==> src/atc_pkg.sv <==
package atc_pkg;
  // SPI op-codes
  localparam logic [7:0] OP_CTRL_WR = 8'h08;
  localparam logic [7:0] OP_CTRL_RD = 8'h84;
  localparam logic [7:0] OP_TX_GO = 8'h40;
  // Transmit control field positions
  localparam int BIT_DRIVER_FLOAT = 7;
  localparam int BIT_LABEL_REVERSE = 6;
  localparam int BIT_LAUNCH_MODE = 5;
  localparam int BIT_LOOPBACK = 4;
  localparam int BIT_PARITY_SENSE = 3;
  localparam int BIT_PARITY_INSERT = 2;
  localparam int BIT_RATE = 0;
  localparam logic [7:0] CTRL_RESET = 8'h00;
  // SPI framing
  localparam logic [3:0] OPC_LAST = 4'h7;
  localparam logic [3:0] DATA_LAST = 4'hF;
  localparam int LABEL_BITS = 8;
  localparam int PARITY_POS = 31;
  // Bit timing
  localparam int CLK_PERIOD_NS = 50;
  localparam int HS_BIT_NS = 10000;
  localparam int HS_BIT_CYC = (HS_BIT_NS + CLK_PERIOD_NS - 1) / CLK_PERIOD_NS;
  localparam int LS_DIV = 8;
endpackage

==> src/atc_sync.sv <==
`timescale 1ns/100ps
module atc_sync #(
  parameter int WIDTH = 1
) (
  // Clock and reset
  input wire logic i_clk,
  input wire logic i_rst_b,
  // Asynchronous in, synchronous out
  input wire logic [WIDTH-1:0] i_async,
  output logic [WIDTH-1:0] o_sync
);
  logic [WIDTH-1:0] meta_ff;
  logic [WIDTH-1:0] sync_ff;

  always_ff @(posedge i_clk) begin
    if (!i_rst_b) begin
      meta_ff <= '0;
      sync_ff <= '0;
    end else begin
      meta_ff <= i_async;
      sync_ff <= meta_ff;
    end
  end

  assign o_sync = sync_ff;
endmodule

==> src/atc_tx_ctrl.sv <==
`timescale 1ns/100ps
// How it works
// Op-code 0x08 writes the transmit control byte and op-code 0x84 reads it back.
// Bit 7 set releases the line driver outputs to high impedance; it resets to 0.
// Bit 6 set reverses the order of the first eight bits of each transmitted word.
// With bit 5 clear, queued words launch only after op-code 0x40 arrives.
// With bit 5 set, a queued word launches as soon as one is available.
// Bit 4 set routes the transmitter output into both receivers.
// While bit 4 is set, data on both external receive channels is ignored.
// While bit 4 is set, the external line driver is held at NULL.
// With bit 2 clear, bit 32 goes out unchanged as data.
// With bit 2 set, bit 32 is replaced by a computed parity bit.
// Bit 3 picks odd parity when 0 and even parity when 1, only with insertion on.
// Bit 0 clear selects the high rate, set selects the high rate divided by 8.
// Bit 1 stores and reads back its value, and every bit clears on reset.
module atc_tx_ctrl
  import atc_pkg::*;
#(
  parameter int HS_CYC = HS_BIT_CYC,
  parameter int LS_FACTOR = LS_DIV
) (
  // Clock and reset
  input wire logic i_clk,
  input wire logic i_rst_b,
  // SPI pins
  input wire logic i_sck,
  input wire logic i_cs_b,
  input wire logic i_mosi,
  output logic o_miso,
  // Queued word from transmit FIFO
  input wire logic [31:0] i_tx_word,
  input wire logic i_tx_valid,
  output logic o_tx_launch,
  output logic [31:0] o_tx_word,
  output logic o_bit_tick,
  // Serializer line levels and driver pins
  input wire logic i_ser_hi,
  input wire logic i_ser_lo,
  output logic o_line_hi,
  output logic o_line_lo,
  output logic o_line_oe,
  // Receive channel pins and receiver inputs
  input wire logic [1:0] i_rx_hi,
  input wire logic [1:0] i_rx_lo,
  output logic [1:0] o_rcv_hi,
  output logic [1:0] o_rcv_lo
);
  localparam int LS_CYC = HS_CYC * LS_FACTOR;
  localparam int CW = $clog2(LS_CYC + 1);
  localparam logic [CW-1:0] HS_LAST = CW'(HS_CYC - 1);
  localparam logic [CW-1:0] LS_LAST = CW'(LS_CYC - 1);

  if (HS_CYC < 1 || LS_FACTOR < 1) begin : g_bad_timing
    $error("atc_tx_ctrl: bit timing must be at least one cycle");
  end

  ////////////////////////////////////////////////////////////////////////////
  // Pin synchronisers
  logic [6:0] pins_s;
  logic sck_s;
  logic cs_sel_s;
  logic cs_b_s;
  logic mosi_s;
  logic [1:0] rx_hi_s;
  logic [1:0] rx_lo_s;

  atc_sync #(.WIDTH(7)) u_sync (
    .i_clk(i_clk),
    .i_rst_b(i_rst_b),
    .i_async({i_sck, !i_cs_b, i_mosi, i_rx_hi, i_rx_lo}),
    .o_sync(pins_s)
  );
  // Select synchronised active high so reset reads as deselected
  assign {sck_s, cs_sel_s, mosi_s, rx_hi_s, rx_lo_s} = pins_s;
  assign cs_b_s = !cs_sel_s;

  ////////////////////////////////////////////////////////////////////////////
  // SPI slave, mode 0
  logic sck_d_ff;
  logic [3:0] bit_cnt_ff;
  logic [7:0] shin_ff;
  logic [7:0] op_ff;
  logic [7:0] shout_ff;
  logic miso_ff;
  logic [7:0] ctrl_ff;
  logic go_ff;
  logic frame_done_ff;

  wire sck_rise = !cs_b_s && sck_s && !sck_d_ff;
  wire sck_fall = !cs_b_s && !sck_s && sck_d_ff;
  wire [7:0] shin_nxt = {shin_ff[6:0], mosi_s};
  wire opc_done = sck_rise && (bit_cnt_ff == OPC_LAST);
  // Clocks past the sixteenth bit are ignored
  wire data_done = sck_rise && (bit_cnt_ff == DATA_LAST) && !frame_done_ff;
  wire wr_done = data_done && (op_ff == OP_CTRL_WR);
  wire rd_start = opc_done && (shin_nxt == OP_CTRL_RD);
  wire go_cmd = opc_done && (shin_nxt == OP_TX_GO);

  always_ff @(posedge i_clk) begin
    if (!i_rst_b) begin
      sck_d_ff <= 1'b0;
      bit_cnt_ff <= '0;
      shin_ff <= '0;
      op_ff <= '0;
      frame_done_ff <= 1'b0;
    end else begin
      sck_d_ff <= sck_s;
      if (cs_b_s) begin
        bit_cnt_ff <= '0;
        op_ff <= '0;
        frame_done_ff <= 1'b0;
      end else if (sck_rise) begin
        shin_ff <= shin_nxt;
        if (data_done) begin
          frame_done_ff <= 1'b1;
        end
        if (bit_cnt_ff != DATA_LAST) begin
          bit_cnt_ff <= bit_cnt_ff + 4'h1;
        end
        if (opc_done) begin
          op_ff <= shin_nxt;
        end
      end
    end
  end

  always_ff @(posedge i_clk) begin
    if (!i_rst_b) begin
      shout_ff <= '0;
      miso_ff <= 1'b0;
    end else if (rd_start) begin
      shout_ff <= ctrl_ff;
    end else if (sck_fall && op_ff == OP_CTRL_RD) begin
      miso_ff <= shout_ff[7];
      shout_ff <= {shout_ff[6:0], 1'b0};
    end
  end
  assign o_miso = miso_ff;

  ////////////////////////////////////////////////////////////////////////////
  // Transmit control register
  always_ff @(posedge i_clk) begin
    if (!i_rst_b) begin
      ctrl_ff <= CTRL_RESET;
    end else if (wr_done) begin
      ctrl_ff <= shin_nxt;
    end
  end

  wire driver_float = ctrl_ff[BIT_DRIVER_FLOAT];
  wire tx_label_reverse = ctrl_ff[BIT_LABEL_REVERSE];
  wire tx_launch_mode = ctrl_ff[BIT_LAUNCH_MODE];
  wire loopback_check = ctrl_ff[BIT_LOOPBACK];
  wire parity_sense = ctrl_ff[BIT_PARITY_SENSE];
  wire tx_parity_insert = ctrl_ff[BIT_PARITY_INSERT];
  wire low_rate = ctrl_ff[BIT_RATE];

  ////////////////////////////////////////////////////////////////////////////
  // Launch control and word formatting
  always_ff @(posedge i_clk) begin
    if (!i_rst_b) begin
      go_ff <= 1'b0;
    end else if (go_cmd) begin
      go_ff <= 1'b1;
    end else if (!i_tx_valid) begin
      go_ff <= 1'b0;
    end
  end
  assign o_tx_launch = i_tx_valid && (tx_launch_mode || go_ff);

  logic [LABEL_BITS-1:0] label_rev;
  always_comb begin
    for (int i = 0; i < LABEL_BITS; i++) begin
      label_rev[i] = i_tx_word[LABEL_BITS-1-i];
    end
  end
  wire [LABEL_BITS-1:0] label_out = tx_label_reverse ? label_rev : i_tx_word[LABEL_BITS-1:0];
  wire par_bit = parity_sense ? ^i_tx_word[PARITY_POS-1:0] : ~^i_tx_word[PARITY_POS-1:0];
  wire top_bit = tx_parity_insert ? par_bit : i_tx_word[PARITY_POS];

  always_ff @(posedge i_clk) begin
    if (!i_rst_b) begin
      o_tx_word <= '0;
    end else if (o_tx_launch) begin
      o_tx_word <= {top_bit, i_tx_word[PARITY_POS-1:LABEL_BITS], label_out};
    end
  end

  ////////////////////////////////////////////////////////////////////////////
  // Bit rate
  logic [CW-1:0] tick_cnt_ff;
  wire [CW-1:0] tick_last = low_rate ? LS_LAST : HS_LAST;
  wire tick_wrap = (tick_cnt_ff >= tick_last);
  always_ff @(posedge i_clk) begin
    if (!i_rst_b) begin
      tick_cnt_ff <= '0;
    end else if (tick_wrap) begin
      tick_cnt_ff <= '0;
    end else begin
      tick_cnt_ff <= tick_cnt_ff + CW'(1);
    end
  end
  assign o_bit_tick = tick_wrap;

  ////////////////////////////////////////////////////////////////////////////
  // Line driver and loopback
  assign o_line_hi = i_ser_hi && !loopback_check;
  assign o_line_lo = i_ser_lo && !loopback_check;
  assign o_line_oe = !driver_float;
  assign o_rcv_hi = loopback_check ? {2{i_ser_hi}} : rx_hi_s;
  assign o_rcv_lo = loopback_check ? {2{i_ser_lo}} : rx_lo_s;
endmodule

==> config.mk <==
export PLATFORM = sky130hd
export DESIGN_NAME = atc_tx_ctrl
export DESIGN_NICKNAME = d
export VERILOG_FILES = /design/src/atc_pkg.sv /design/src/atc_sync.sv /design/src/atc_tx_ctrl.sv
export SDC_FILE = /design/constraint.sdc
export NUM_CORES = 1
export LEC_CHECK = 0
export ABC_AREA = 0
export BUFFER_PORTS_ARGS = -buffer_cell sky130_fd_sc_hd__buf_2
export CAP_MARGIN = 10
export CORE_MARGIN = 1
export CORE_UTILIZATION = 49
export CTS_CLUSTER_DIAMETER = 150
export DETAILED_ROUTE_END_ITERATION = 8
export GPL_TIMING_DRIVEN = 0
export PLACE_DENSITY = 0.75
export SETUP_SLACK_MARGIN = 0.02
export SYNTH_ARGS = -nofsm -noshare
export SYNTH_HDL_FRONTEND = slang
export SYNTH_SLANG_ARGS = --single-unit
==> constraint.sdc <==
create_clock -name i_clk -period 1.88 [get_ports i_clk]
set_input_delay 0.376 -clock i_clk [delete_from_list [all_inputs] [get_ports i_clk]]
set_output_delay 0.376 -clock i_clk [all_outputs]
set_load 0.01 [all_outputs]
==> out/results.ini <==
[drt]
first_pass_iters = 5
drc = 0
drtAntennaViolNets = 0
num_vias = 3436
drt-initial-drc-count = 103
wl_per_cell_um = 13.84
via_per_inst = 5.128
wirelength_um = 9272

[clock_tree]
clkSlewWorstSetupHoldPaths_ns = 0.09
insertion_delay_ns = 0.35
root_buffer = clkbuf_8
cts_buffers = 9
clock_sinks = 96
htree_levels = 3
cts_tree = yes
clockBufferDepth = 2

[synthesis]
syn_avg_cell_area_um2 = 9.287
yosysUniqueCellTypes = 42
synth_warnings = 0
synth_seq_cells = 96
yosysMostFrequentCell = dfxtp_1
synthCells = 447
synth-seq-area-share_pct = 46.29
synth-edff-count = 0
syn_area_mm2 = 0.004151
synth_area_leaders = dfxtp_1 46%, nand2_1 7.8%, xnor2_1 6.8%
synthFlopType = dfxtp_1
synthesis.nets = 500
yosysTopAreaCell = dfxtp_1
synth_top_cell_area_share_pct = 46.29
synth_common_cells = 96 x dfxtp_1, 86 x nand2_1, 32 x xnor2_1
ys_async_sr_fraction_pct = 0

[sta]
tightest_slew_ns = 0.5911
slew-limit-headroom_pct = 60.45
setup_slack_ns = -0.3541
fin_skew_ns = 0.008406
max_freq_mhz = 447.6
hold_viol_final = 0
setup_viol_count_final = 11
finalCriticalPeriod_ns = 2.234
final.period_utilization_pct = 118.8
rsz0062_at_grt = yes
maxSlewViolCount = 0

[layout]
finish.net_count = 613
nFillCells = 682
final_area_mm2 = 0.005305
area_delta_synth_final_pct = 27.79
diodes = 0
layout-drive-gt1-share_pct = 29.73

[global_routing]
antenna_found_initial = 0
grt_pass1_vias = 3216
met2_usage_pct = 36.98
grt_usage_pct = 21.51
grt_overflow = 0
grtUsageMet3_pct = 3.236
grt_max_degree = 18
busiest_layer = met2
met1_usage_pct = 27.04
grt_pass1_wl_um = 14900

[pwr]
fin_total_pwr_w = 0.004064
power_density_mw_per_mm2 = 766.1
max-vdd-ir-drop_mv = 0.4468
p_leak_nw = 2.174

[place]
placed_area_mm2 = 0.004710
portBuffers = 85
gp_congestion = 0.7795
place_ws_ns = -0.1381
place_hpwl_um = 6358

[die]
coreArea_mm2 = 0.008217
die_h_um = 94.05
fp.dieArea_mm2 = 0.008844
io_pins = 86
initial_core_util_pct = 50.53
die-width_um = 94.05
row_count = 33

[critical_path]
crit_fanout = 4
path_buf_inv = 2
critPathArrivalTime_ns = 1.86
crit_path_end_kind = output pin
startpoint_type = flip-flop
slowest_delay_ns = 0.38
r2r_cells = 10
cp.depth = 9
cpMaxStageDelayCell = dfxtp_4
crit_path_frequent_cell = o21ai_1
path_delay_family = compound AO/OA/AOI/OAI gates
worstPathCellList = inv_6 > ha_4 > nand2_2 > o21bai_1 > a21oi_1 > o21ai_1 > a211oi_1 > o21ai_1 > buf_2
required_ns = 1.50
path_class = reg2out

[worst_hold_path]
worstHoldPathCells = 2
hp-class = in2reg

[run_status]
violations = negative setup slack
status = complete, but fails checks

[flow_run]
drv_cap = 0

==> metrics by stage <==
step / hold WS [ns] / std cells / utilization (%) / TNS, ns
after floorplan: 0.4119 / 447 / - / 0
after global placement: 0.4132 / 637 / 57.32 / -0.8032
after detailed placement: 0.4200 / 637 / 57.32 / -1.111
after CTS: 0.1469 / 666 / 63.03 / -1.682
after global routing: 0.1572 / 670 / 64.57 / -2.211
final: 0.1642 / 670 / 64.57 / -0.8806
==> report_power, final <==
part | switching [W] | internal, W
Sequential | 0.0000158 | 0.00205
Clock | 0.000740 | 0.000903
Combinational | 0.000163 | 0.000194
Total | 0.000919 | 0.00314
==> path summary, 6_finish.rpt <==
| kind | startpoint | endpoint | slack [ns] |
|---|---|---|---|
| min | i_cs_b | u_sync.meta_ff[5]$_SDFF_PN0_ | 0.16 |
| max | ctrl_ff[0]$_SDFFE_PN0P_ | o_bit_tick | -0.35 |
| max reg2reg | ctrl_ff[0]$_SDFFE_PN0P_ | tick_cnt_ff[8]$_SDFF_PP0_ | -0.09 |
| min reg2reg | u_sync.meta_ff[2]$_SDFF_PN0_ | u_sync.o_sync[2]$_SDFF_PN0_ | 0.44 |
==> registers in the layout, summed over array words and instances, names as in the netlist, 4 cells and up <==
| register | count |
|---|---|
| o_tx_word | 32 |
| u_sync.meta_ff | 7 |
| ctrl_ff | 8 |
| u_sync.o_sync | 7 |
| op_ff | 8 |
| bit_cnt_ff | 4 |
| tick_cnt_ff | 11 |
| shin_ff | 7 |
| shout_ff | 8 |
==> area by class of cell <==
type	count	area (um^2)	share of cell area (%)
tap	105	131.4	2.476
timing repair buffer	103	565.5	10.66
multi-input combinational	322	2275	42.88
inverter	7	31.28	0.5896
buffer	21	108.9	2.052
sequential	96	1944	36.65
clock buffer	9	123.9	2.335
clock inverter	7	125.1	2.358
==> worst register-to-register path, stage by stage, from the launching register on <==
cell,delay [ns]
dfxtp_4,0.38
inv_6,0.05
ha_4,0.23
nand2_2,0.06
o21bai_1,0.06
a21oi_1,0.13
o21ai_1,0.10
buf_4,0.14
a2111o_1,0.47
buf_6,0.17
o22ai_2,0.13
==> cells in the final DEF (no fill, tap or decap), drive strengths merged, types with 2 or more instances in the layout <==
| cell | count |
|---|---|
| nor2 | 19 |
| mux2i | 26 |
| and3 | 3 |
| xnor2 | 32 |
| a21oi | 15 |
| dfxtp | 96 |
| a22oi | 7 |
| buf | 108 |
| o21ai | 9 |
| o211a | 8 |
| nor2b | 16 |
| and4 | 2 |
| and2 | 15 |
| clkbuf | 25 |
| nand3 | 9 |
| a21boi | 38 |
| or4 | 2 |
| bufinv | 3 |
| ha | 9 |
| and4b | 2 |
| inv | 11 |
| xor2 | 10 |
| nand3b | 2 |
| nand2 | 86 |
==> routing by layer <==
metal	vias to the layer above	wire length, um
li1	1734	-
met1	1619	4164
met2	71	4672
met3	12	313
met4	0	121
met5	-	0
==> logic make-up after synthesis <==
group | synth area share [%]
xor gates and xnor gates | 8.861
buffers and inverters | 3.044
AOI/OAI and AO/OA | 14.11
muxes | 6.269
and+or+nand+nor | 18.72
adders and majority gates | 2.713
DFF | 46.29
==> timing repair <==
item / in CTS / in global routing
setup buffers: 13 / 3
hold buffers: 0 / 0
resized for setup: 32 / 31
endpoints found under the setup margin: 21 / 38
pin swaps: 26 / 17
gates cloned: 1 / 2
No activity file was read; power rests on OpenSTA's default activity.
